<file path="src/rtl/acr_pkg.sv">
// Function
// - offset select 0: calibrate toward mid-code
// - offset select 1: match spare converter output
// - offset averaging depth bits 6:4, reset 6
// - linearity averaging depth bits 2:0, reset 1
// - halted flag sets when background stops
// - halted flag clears when calibration resumes
// - background off: foreground end sets halted flag
// - foreground-complete flag sets on done or skip
// - status pin source: fg, halted, alarm, low
// - source select 0: software bit, pin ignored
// - source select 1: pin, software bit ignored
// - software trigger bit resets high, replaces pin
// - background enable is bit 1, default off
// - trigger low wakes, high keeps converter asleep
//
// Purpose: constants, field layout and carriers of the calibration register group
// Assumes: 8-bit configuration port, registers at their printed offsets
// Notes:   reserved bits are stored as written
package acr_pkg;

   // ----------------------------------------------------------------
   // register offsets
   // ----------------------------------------------------------------
   localparam logic [7:0] ACR_OFS_CFG0 = 8'h62; // calibration config 0
   localparam logic [7:0] ACR_OFS_OREF = 8'h65; // offset_reference_config
   localparam logic [7:0] ACR_OFS_AVG  = 8'h68; // calibration_averaging
   localparam logic [7:0] ACR_OFS_STAT = 8'h6a; // calibration_status
   localparam logic [7:0] ACR_OFS_PIN  = 8'h6b; // calibration_pin_config
   localparam logic [7:0] ACR_OFS_SOFT = 8'h6c; // calibration_software_trigger
   localparam logic [7:0] ACR_OFS_LP   = 8'h6e; // low-power calibration config

   // ----------------------------------------------------------------
   // reset values
   // ----------------------------------------------------------------
   localparam logic [7:0] ACR_RST_CFG0 = 8'h01;
   localparam logic [7:0] ACR_RST_OREF = 8'h01;
   localparam logic [7:0] ACR_RST_AVG  = 8'h61;
   localparam logic [7:0] ACR_RST_PIN  = 8'h00;
   localparam logic [7:0] ACR_RST_SOFT = 8'h01;
   localparam logic [7:0] ACR_RST_LP   = 8'h88;
   localparam logic [7:0] ACR_ZERO     = 8'h00;

   // ----------------------------------------------------------------
   // field positions
   // ----------------------------------------------------------------
   localparam int ACR_BG_EN_BIT    = 1; // background_cal_enable in cfg0
   localparam int ACR_OREF_BIT     = 2; // offset_reference_select
   localparam int ACR_OFFSET_AVERAGE_DEPTH_LSB   = 4; // offset_average_depth
   localparam int ACR_LIN_AVG_LSB  = 0; // linearity_average_depth
   localparam int ACR_AVG_W        = 3; // width of both depth fields
   localparam int ACR_PIN_SEL_LSB  = 1; // status pin source
   localparam int ACR_TRIG_SRC_BIT = 0; // trigger_source_select
   localparam int ACR_SOFT_BIT     = 0; // software_trigger_bit
   localparam int ACR_LP_EN_BIT    = 0; // low-power enable
   localparam int ACR_LOWPOWER_TRIGGER_MODE_BIT  = 1; // lowpower_trigger_mode

   // status pin source codes
   typedef enum logic [1:0] {
      ACR_PIN_FG   = 2'b00,
      ACR_PIN_STOP = 2'b01,
      ACR_PIN_ALRM = 2'b10,
      ACR_PIN_LOW  = 2'b11
   } acr_pin_src_t;

   // ----------------------------------------------------------------
   // carriers
   // ----------------------------------------------------------------
   // one-cycle events and levels from the calibration engine
   typedef struct packed {
      logic       foreground_complete_flag;     // foreground finished or skipped
      logic       bg_stopped;  // background stopped at requested phase
      logic       cal_resumed; // calibration operating again
      logic       cal_restart; // calibration held in reset
      logic       alarm;       // alarm level
      logic [2:0] status_code; // engine status code
   } acr_cal_evt_t;

   // settings handed to the calibration engine
   typedef struct packed {
      logic                 offset_reference_select;
      logic                 background_cal_enable;
      logic [ACR_AVG_W-1:0] offset_average_depth;
      logic [ACR_AVG_W-1:0] linearity_average_depth;
      logic                 lowpower_enable;
      logic                 lowpower_trigger_mode;
   } acr_cal_ctrl_t;

   // sticky flag update, a set beats a clear in the same cycle
   function automatic logic acr_flag_next(input logic cur,
                                          input logic set,
                                          input logic clr);
      return set ? 1'b1 : (clr ? 1'b0 : cur);
   endfunction

endpackage

</file>
<file path="src/rtl/acr_trig_sel.sv">
// Purpose: calibration trigger source selection
// Assumes: trigger pin is asynchronous to clk
// Notes:   output is a registered level
`timescale 1ns/1ps
`default_nettype none
module acr_trig_sel
   import acr_pkg::*;
(
   input  wire logic clk,
   input  wire logic reset_n,
   input  wire logic cal_trigger_pin,
   input  wire logic trigger_source_select,
   input  wire logic software_trigger_bit,
   output var  logic cal_trigger
);

   logic sync1_r;     // first synchroniser stage
   logic sync2_r;     // second synchroniser stage
   logic trig_r;      // selected trigger level
   logic trig_nxt;    // next selected level

   // ----------------------------------------------------------------
   // pin synchroniser
   // ----------------------------------------------------------------
   // stages reset high like the idle pin, so no false low trigger follows reset
   always_ff @(posedge clk or negedge reset_n) begin
      if (!reset_n) begin
         sync1_r <= 1'b1;
         sync2_r <= 1'b1;
      end else begin
         sync1_r <= cal_trigger_pin;
         sync2_r <= sync1_r;
      end
   end

   // pin only when selected, software bit otherwise
   assign trig_nxt = trigger_source_select ? sync2_r
                                           : software_trigger_bit;

   // trigger level, high out of reset like the software bit
   always_ff @(posedge clk or negedge reset_n) begin
      if (!reset_n) begin
         trig_r <= 1'b1;
      end else begin
         trig_r <= trig_nxt;
      end
   end

   assign cal_trigger = trig_r;
endmodule // acr_trig_sel
`default_nettype wire

</file>
<file path="src/rtl/acr_cal_regs.sv">
// Purpose: calibration control and status registers with status pin and trigger select
// Assumes: engine events are one-cycle pulses on clk; reads answer one cycle later
// Notes:   unmapped reads return zero, writes to status or unmapped offsets are dropped
`timescale 1ns/1ps
`default_nettype none
module acr_cal_regs
   import acr_pkg::*;
(
   input  wire logic          clk,
   input  wire logic          reset_n,
   input  wire logic [7:0]    reg_addr,
   input  wire logic [7:0]    reg_wdata,
   input  wire logic          reg_we,
   input  wire logic          reg_re,
   output var  logic [7:0]    reg_rdata,
   input  wire acr_cal_evt_t  cal_evt,
   input  wire logic          cal_trigger_pin,
   output var  acr_cal_ctrl_t cal_ctrl,
   output var  logic          cal_trigger,
   output var  logic          cal_status_pin,
   output var  logic          lp_wake_request
);

   // ----------------------------------------------------------------
   // storage
   // ----------------------------------------------------------------
   logic [7:0] cfg0_r;     // calibration config 0
   logic [7:0] oref_r;     // offset_reference_config
   logic [7:0] avg_r;      // calibration_averaging
   logic [7:0] pin_r;      // calibration_pin_config
   logic [7:0] soft_r;     // calibration_software_trigger
   logic [7:0] lp_r;       // low-power config
   logic       fg_flag_r;  // foreground_complete_flag
   logic       stop_flag_r; // background halted flag
   logic [2:0] code_r;     // status code copy
   logic       alarm_r;    // alarm copy
   logic [7:0] rdata_r;    // read answer
   logic       stat_pin_r; // status pin level
   logic       wake_r;     // wake request level

   logic       fg_flag_nxt;   // next foreground flag
   logic       stop_flag_nxt; // next halted flag
   logic       stop_set;      // halted flag set term
   logic       stat_pin_nxt;  // next status pin
   logic       wake_nxt;      // next wake request
   logic [7:0] rdata_nxt;     // selected read data
   logic [7:0] stat_word;     // status register image
   logic       bg_en;         // background calibration enabled
   logic       trig_lvl;      // selected trigger level
   acr_pin_src_t pin_sel;     // status pin source

   // ----------------------------------------------------------------
   // write decode
   // ----------------------------------------------------------------
   logic wr_cfg0; // write cfg0
   logic wr_oref; // write offset reference
   logic wr_avg;  // write averaging
   logic wr_pin;  // write pin config
   logic wr_soft; // write software trigger
   logic wr_lp;   // write low-power config

   assign wr_cfg0 = reg_we && (reg_addr == ACR_OFS_CFG0);
   assign wr_oref = reg_we && (reg_addr == ACR_OFS_OREF);
   assign wr_avg  = reg_we && (reg_addr == ACR_OFS_AVG);
   assign wr_pin  = reg_we && (reg_addr == ACR_OFS_PIN);
   assign wr_soft = reg_we && (reg_addr == ACR_OFS_SOFT);
   assign wr_lp   = reg_we && (reg_addr == ACR_OFS_LP);

   // writable registers, reserved bits kept as written
   always_ff @(posedge clk or negedge reset_n) begin
      if (!reset_n) begin
         cfg0_r <= ACR_RST_CFG0;
         oref_r <= ACR_RST_OREF;
         avg_r  <= ACR_RST_AVG;
         pin_r  <= ACR_RST_PIN;
         soft_r <= ACR_RST_SOFT;
         lp_r   <= ACR_RST_LP;
      end else begin
         if (wr_cfg0) cfg0_r <= reg_wdata;
         if (wr_oref) oref_r <= reg_wdata;
         if (wr_avg)  avg_r  <= reg_wdata;
         if (wr_pin)  pin_r  <= reg_wdata;
         if (wr_soft) soft_r <= reg_wdata;
         if (wr_lp)   lp_r   <= reg_wdata;
      end
   end

   // ----------------------------------------------------------------
   // settings toward the engine
   // ----------------------------------------------------------------
   assign bg_en = cfg0_r[ACR_BG_EN_BIT];
   // 0 steers offsets to mid-code, 1 to the spare converter
   assign cal_ctrl.offset_reference_select = oref_r[ACR_OREF_BIT];
   assign cal_ctrl.background_cal_enable   = bg_en;
   assign cal_ctrl.offset_average_depth    = avg_r[ACR_OFFSET_AVERAGE_DEPTH_LSB +: ACR_AVG_W];
   assign cal_ctrl.linearity_average_depth = avg_r[ACR_LIN_AVG_LSB +: ACR_AVG_W];
   assign cal_ctrl.lowpower_enable         = lp_r[ACR_LP_EN_BIT];
   assign cal_ctrl.lowpower_trigger_mode   = lp_r[ACR_LOWPOWER_TRIGGER_MODE_BIT];

   // ----------------------------------------------------------------
   // status flags
   // ----------------------------------------------------------------
   // halted on a stop, or on foreground end with background off
   assign stop_set      = cal_evt.bg_stopped
                        || (cal_evt.foreground_complete_flag && !bg_en);
   assign stop_flag_nxt = acr_flag_next(stop_flag_r, stop_set,
                                        cal_evt.cal_resumed);
   // done or skipped both report as complete
   assign fg_flag_nxt   = acr_flag_next(fg_flag_r, cal_evt.foreground_complete_flag,
                                        cal_evt.cal_restart);

   // flags change only by engine events, never by the port
   always_ff @(posedge clk or negedge reset_n) begin
      if (!reset_n) begin
         fg_flag_r   <= 1'b0;
         stop_flag_r <= 1'b0;
         code_r      <= 3'h0;
         alarm_r     <= 1'b0;
      end else begin
         fg_flag_r   <= fg_flag_nxt;
         stop_flag_r <= stop_flag_nxt;
         code_r      <= cal_evt.status_code;
         alarm_r     <= cal_evt.alarm;
      end
   end

   assign stat_word = {3'h0, code_r, stop_flag_r, fg_flag_r};

   // ----------------------------------------------------------------
   // read path
   // ----------------------------------------------------------------
   // plain mux, no state is touched by a read
   assign rdata_nxt = (reg_addr == ACR_OFS_CFG0) ? cfg0_r :
                      (reg_addr == ACR_OFS_OREF) ? oref_r :
                      (reg_addr == ACR_OFS_AVG)  ? avg_r  :
                      (reg_addr == ACR_OFS_STAT) ? stat_word :
                      (reg_addr == ACR_OFS_PIN)  ? pin_r  :
                      (reg_addr == ACR_OFS_SOFT) ? soft_r :
                      (reg_addr == ACR_OFS_LP)   ? lp_r   : ACR_ZERO;

   // read answer held until the next read
   always_ff @(posedge clk or negedge reset_n) begin
      if (!reset_n) begin
         rdata_r <= ACR_ZERO;
      end else if (reg_re) begin
         rdata_r <= rdata_nxt;
      end
   end

   assign reg_rdata = rdata_r;

   // ----------------------------------------------------------------
   // status pin
   // ----------------------------------------------------------------
   assign pin_sel = acr_pin_src_t'(pin_r[ACR_PIN_SEL_LSB +: 2]);

   // source mux for the status pin
   always_comb begin
      case (pin_sel)
         ACR_PIN_FG:   stat_pin_nxt = fg_flag_r;
         ACR_PIN_STOP: stat_pin_nxt = stop_flag_r;
         ACR_PIN_ALRM: stat_pin_nxt = alarm_r;
         ACR_PIN_LOW:  stat_pin_nxt = 1'b0;
         default:      stat_pin_nxt = 1'b0;
      endcase
   end

   // ----------------------------------------------------------------
   // trigger select and wake request
   // ----------------------------------------------------------------
   acr_trig_sel u_trig (
      .clk                   (clk),
      .reset_n               (reset_n),
      .cal_trigger_pin       (cal_trigger_pin),
      .trigger_source_select (pin_r[ACR_TRIG_SRC_BIT]),
      .software_trigger_bit  (soft_r[ACR_SOFT_BIT]),
      .cal_trigger           (trig_lvl)
   );

   // in trigger mode a low level wakes, a high level keeps asleep
   assign wake_nxt = cal_ctrl.lowpower_enable && cal_ctrl.lowpower_trigger_mode
                     && !trig_lvl;

   // registered pin and wake outputs
   always_ff @(posedge clk or negedge reset_n) begin
      if (!reset_n) begin
         stat_pin_r <= 1'b0;
         wake_r     <= 1'b0;
      end else begin
         stat_pin_r <= stat_pin_nxt;
         wake_r     <= wake_nxt;
      end
   end

   assign cal_status_pin  = stat_pin_r;
   assign lp_wake_request = wake_r;
   assign cal_trigger     = trig_lvl;
endmodule // acr_cal_regs
`default_nettype wire

</file>
<file path="config.mk">
export PLATFORM = sky130hd
export DESIGN_NAME = acr_cal_regs
export DESIGN_NICKNAME = d
export VERILOG_FILES = /design/src/rtl/acr_pkg.sv /design/src/rtl/acr_trig_sel.sv /design/src/rtl/acr_cal_regs.sv
export SDC_FILE = /design/constraint.sdc
export NUM_CORES = 1
export LEC_CHECK = 0
export ABC_AREA = 1
export BUFFER_PORTS_ARGS = -buffer_cell sky130_fd_sc_hd__buf_2
export CORE_UTILIZATION = 51
export CTS_CLUSTER_DIAMETER = 100
export DETAILED_ROUTE_END_ITERATION = 7
export GPL_ROUTABILITY_DRIVEN = 0
export HOLD_SLACK_MARGIN = 0.05
export PLACE_DENSITY = 0.87
export SLEW_MARGIN = 20
export SYNTH_ARGS = -nofsm -noshare
export SYNTH_HDL_FRONTEND = slang
export SYNTH_SLANG_ARGS = --single-unit
</file>
<file path="constraint.sdc">
create_clock -name clk -period 0.9 [get_ports clk]
set_input_delay 0 -clock clk [delete_from_list [all_inputs] [get_ports clk]]
set_output_delay 0 -clock clk [all_outputs]
set_load 0.02 [all_outputs]
</file>
== Yosys cells after proc, flatten, opt, wreduce, memory -nomap -nowiden ==
Index checks and enable logic that the tools add are counted.

* Register bits: 67
* Output and inout port bits: 21
* Logic and storage cells: 54

* Equal/unequal tests: 10
* Muxes and demuxes: 13
* Reduce and logical (&&, ||, !) cells: 15

{| class="wikitable"
|+ Operators by type and width
! kind !! number
|-
| $eq A8 B7 Y1 const B || 7
|-
| $mux W8 || 7
|-
| $logic_and A1 B1 Y1 || 9
|-
| $mux W1 || 5
|-
| $eq A2 B2 Y1 const B || 2
|-
| $pmux W1 S4 || 1
|-
| $reduce_bool A2 Y1 || 2
|-
| $eq A2 B1 Y1 const B || 1
|-
| $logic_not A1 Y1 || 2
|-
| $logic_not A2 Y1 || 1
|-
| $logic_or A1 B1 Y1 || 1
|}

== Longest topological paths before layout ==
* Depth in word-level cells: 8
* Depth in mapped cells: 11

== Modules after synthesis ==
A second synthesis with hierarchy kept.

* Cells, all modules: 367
* Area total of the unflattened synthesis: 3145.5 µm²

{| class="wikitable"
|+ Modules (own cells, without submodules)
! module !! instances !! cells each !! area an instance (µm²) !! seq. area each (µm²)
|-
| acr_cal_regs || 1 || 360 || 3051.7 || 1611.5
|-
| acr_trig_sel || 1 || 7 || 93.8 || 78.8
|}

== Least setup slack after synthesis ==
OpenSTA, ideal clock, no wires.

* Kind: input -> register
* From: in reg_addr[7]
* To: reg avg_r[5]
* Library setup time: 0.079 ns
* Arrival: 0.854 ns
* Path slack: -0.033 ns
* Stages on the path: 9
* Path buffers: 1
* Cell sequence: inv_2 -> nand2_2 -> nor2_8 -> nand2_2 -> nor2_4 -> nand2_2 -> buf_6 -> nand2_1 -> o21ai_2

* Cells in the longest elaborated chain, start to end: 2

{| class="wikitable"
|+ Ends and longest elaborated chain
! what !! RTL line !! source
|-
| from (decl) || acr_cal_regs.sv:11 || <nowiki>input wire logic [7:0] reg_addr,</nowiki>
|-
| $eq A8 B7 Y1 || acr_cal_regs.sv:64 || <nowiki>assign wr_avg = reg_we && (reg_addr == ACR_OFS_AVG);</nowiki>
|-
| $logic_and A1 B1 Y1 || acr_cal_regs.sv:64 ||
|-
| to (signal assigned) || acr_cal_regs.sv:81 || <nowiki>if (wr_avg) avg_r <= reg_wdata;</nowiki>
|-
| to (decl) || acr_cal_regs.sv:29 || <nowiki>logic [7:0] avg_r;</nowiki>
|}

No other way between the ends.
A chain may end at the register's enable or synchronous reset.

== Worst setup path in the final report ==
* From: reg cfg0_r[1]
* To: reg rdata_r[1] (netlist: reg_rdata[1])

* Cells in the longest elaborated chain, start to end: 1

{| class="wikitable"
|+ Ends and longest elaborated chain
! what !! RTL line !! source
|-
| from (decl) || acr_cal_regs.sv:27 || <nowiki>logic [7:0] cfg0_r;</nowiki>
|-
| from (signal assigned) || acr_cal_regs.sv:79 || <nowiki>if (wr_cfg0) cfg0_r <= reg_wdata;</nowiki>
|-
| $mux W8 || acr_cal_regs.sv:133 || <nowiki>assign rdata_nxt = (reg_addr == ACR_OFS_CFG0) ? cfg0_r :</nowiki>
|-
| to (signal assigned) || acr_cal_regs.sv:146 || <nowiki>rdata_r <= rdata_nxt;</nowiki>
|-
| to (decl) || acr_cal_regs.sv:37 || <nowiki>logic [7:0] rdata_r;</nowiki>
|}

No other way between the ends.

==> flow_metrics.env <==
export IMPL_run_status="finished with violations"
export IMPL_violations="setup timing"
export IMPL_grt_pass1_vias=2884
export IMPL_yosysUniqueCellTypes=26
export IMPL_final_hold_viol_count=0
export IMPL_tightestPinTransition_ns=0.405
export IMPL_antenna_found_initial=0
export IMPL_dp_cells=504
export IMPL_grtUsageTotal=0.276
export IMPL_rsz0062_at_grt="yes"
export IMPL_crit_fanout=4
export IMPL_rows=28
export IMPL_layout_nets=512
export IMPL_crit_required_ns=1.14
export IMPL_clock_latency_ns=0.35
export IMPL_die_w_um=80.5
export IMPL_clockBufferDepth=2
export IMPL_totalWireLength_mm=9.80
export IMPL_firstDrtPassIters=5
export IMPL_port_buffers=49
export IMPL_p_total_w=0.00616
export IMPL_vdd_drop_max_mv=0.966
export IMPL_ios=50
export IMPL_syn_area_mm2=0.00315
export IMPL_hold_path_class="in2reg"
export IMPL_fin_cells=563
export IMPL_grt_overflow=0
export IMPL_drc=0
export IMPL_initial_utilization=0.531
export IMPL_multiInputGateArea_mm2=0.00126
export IMPL_start_kind="flop"
export IMPL_powerDensity_mw_per_mm2=1380
export IMPL_yosys_warnings=0
export IMPL_syn_num_nets=396
export IMPL_min_period_ns=1.13
export IMPL_postSynthAreaPerCell_um2=8.57
export IMPL_viasPerCell=5.64
export IMPL_clock_sinks=67
export IMPL_r2r_start="cfg0_r[1]"
export IMPL_skew_ns=0.00575
export IMPL_finalSetupViolCount=25
export IMPL_diodes=0
export IMPL_cts_buffers_inserted=9
export IMPL_cts_root_buf="clkbuf_8"
export IMPL_antenna_left=0
export IMPL_syn2layout_area_growth_pct=41.8
export IMPL_final_setup_worst_slack_ns=-0.231
export IMPL_critPathLaunch="cfg0_r[1]"
export IMPL_fin_crit_sh=1.26
export IMPL_layout_commonest_cell="nand2_1"
export IMPL_synth_seq_cells=67
export IMPL_fmax_mhz=884
export IMPL_drtIter0Drc=394
export IMPL_critical_path_class="reg2reg"
export IMPL_drive_above_1_share=0.379
export IMPL_synth_seq_area_share=0.537
export IMPL_relSlewSlack=0.729
export IMPL_die_area_mm2=0.00649
export IMPL_whs_ns=0.103
export IMPL_maxSlewViolCount=0
export IMPL_seqCellArea_mm2=0.00169
export IMPL_grt_max_degree=68
export IMPL_die_height_um=80.5
export IMPL_grt_pass1_wl_mm=13.1
export IMPL_cts_tree="done"
export IMPL_synthCells=367
export IMPL_worstPathArrival_ns=1.37
export IMPL_htree_levels=3
export IMPL_avgRoutedWirePerCell_um=17.4
export IMPL_hold_start="reg_we"
export IMPL_power_leakage_nw=2.23
export IMPL_max_cap_violations=0
export IMPL_fillers=328
export IMPL_dr_total_vias=3176
export IMPL_dp_hpwl_mm=5.08
export IMPL_clkTransAtPathRegs_ns=0.07
export IMPL_fin_util=0.753
export IMPL_end_kind="flop"
export IMPL_final_cell_mix="nand2_1 (103), dfrtp_1 (56), o21ai_1 (43)"
export IMPL_coreArea_mm2=0.00592
cell type report:
type / instances / share of cell area
Inverter: 39 / 0.0384
Multi-Input combinational cell: 241 / 0.283
Tap cell: 75 / 0.0210
Timing Repair Buffer: 125 / 0.244
Clock buffer: 13 / 0.0311
Sequential cell: 67 / 0.379
Clock inverter: 3 / 0.00337
worst max-delay path, cell delays in order, from the launching register on:
cell and delay [ns]:
dfrtp_1 0.43, o21ai_0 0.32, inv_1 0.12, nand2_1 0.10, nand2_1 0.05
cells in the mapped netlist:
library cell | count | area [µm²]
and2_2 | 1 | 7.51
buf_4 | 12 | 90.1
clkinv_1 | 5 | 18.8
clkbuf_1 | 1 | 3.75
o21ai_2 | 8 | 70.1
nand3_1 | 28 | 140
o21ai_0 | 5 | 25.0
nor2_1 | 20 | 75.1
inv_1 | 27 | 101
nand2_2 | 6 | 37.5
nor2_2 | 1 | 6.26
o31ai_1 | 1 | 7.51
buf_2 | 3 | 15.0
dfstp_2 | 11 | 289
o21bai_1 | 1 | 7.51
nand4_1 | 8 | 50.1
nor2_8 | 1 | 20.0
a21oi_1 | 2 | 10.0
inv_2 | 7 | 26.3
nand2_4 | 1 | 11.3
nand2_1 | 110 | 413
nand3_2 | 3 | 30.0
o21ai_1 | 42 | 210
buf_6 | 4 | 45.0
nor2_4 | 3 | 33.8
dfrtp_1 | 56 | 1400
registers in the layout, indices dropped and copies added (netlist names):
signal	count
soft_r	8
lp_wake_request	1
pin_r	8
u_trig.cal_trigger	1
avg_r	8
code_r	3
oref_r	8
fg_flag_r	1
reg_rdata	8
cal_status_pin	1
u_trig.sync2_r	1
alarm_r	1
lp_r	8
cfg0_r	8
u_trig.sync1_r	1
stop_flag_r	1
per-stage QoR:
stage	worst slack (ns)	setup TNS (ns)	instance area [µm²]
after global routing	-0.319	-3.97	4460
after global placement	-0.317	-13.44	3670
after floorplan	-0.0311	-0.158	3210
final	-0.231	-2.32	4460
after detailed placement	-0.342	-15.27	3670
after CTS	-0.213	-1.73	4240
report_power, final:
part | switching (W) | total [W] | internal (W) | leakage (nW)
sequential | 0.0000874 | 0.00325 | 0.00316 | 0.869
clock | 0.00109 | 0.00208 | 0.000989 | 0.0812
combinational | 0.000449 | 0.000830 | 0.000381 | 1.28
path summary, 6_finish.rpt:
path | endpoint | depth (start not counted) | slack (ns)
worst max-delay path | reg_rdata[1] | 4 | -0.23
worst min-delay path | avg_r[0] | 3 | 0.10
worst max register to register | reg_rdata[1] | 4 | -0.23
worst min register to register | u_trig.sync2_r | 0 | 0.36
max in group asynchronous | cfg0_r[0] | 3 | 0.36
min in group asynchronous | lp_r[6] | 3 | 0.20
layer usage:
metal / global-route usage / vias up / share of wire
met5: 0 / - / 0
met4: 0.204 / 0 / 0.070
met3: 0.0727 / 68 / 0.077
met2: 0.450 / 211 / 0.49
met1: 0.309 / 1498 / 0.36
li1: - / 1399 / -
cells by family after synthesis:
family / after synthesis / share of synthesized area
AOI/OAI and AO/OA: 59 / 0.105
DFF: 67 / 0.537
buffers and inverters: 59 / 0.0955
and+or+nand+nor: 182 / 0.262
repair_timing:
item                       CTS  global route
hold buffers                19             0
cloned                       0             1
setup endpoints to repair   24            60
buffers inserted            10            13
pin swaps                   12            17
hold endpoints to repair   121             0
gates resized for setup     48            26
No activity file was read; power rests on OpenSTA's default activity.
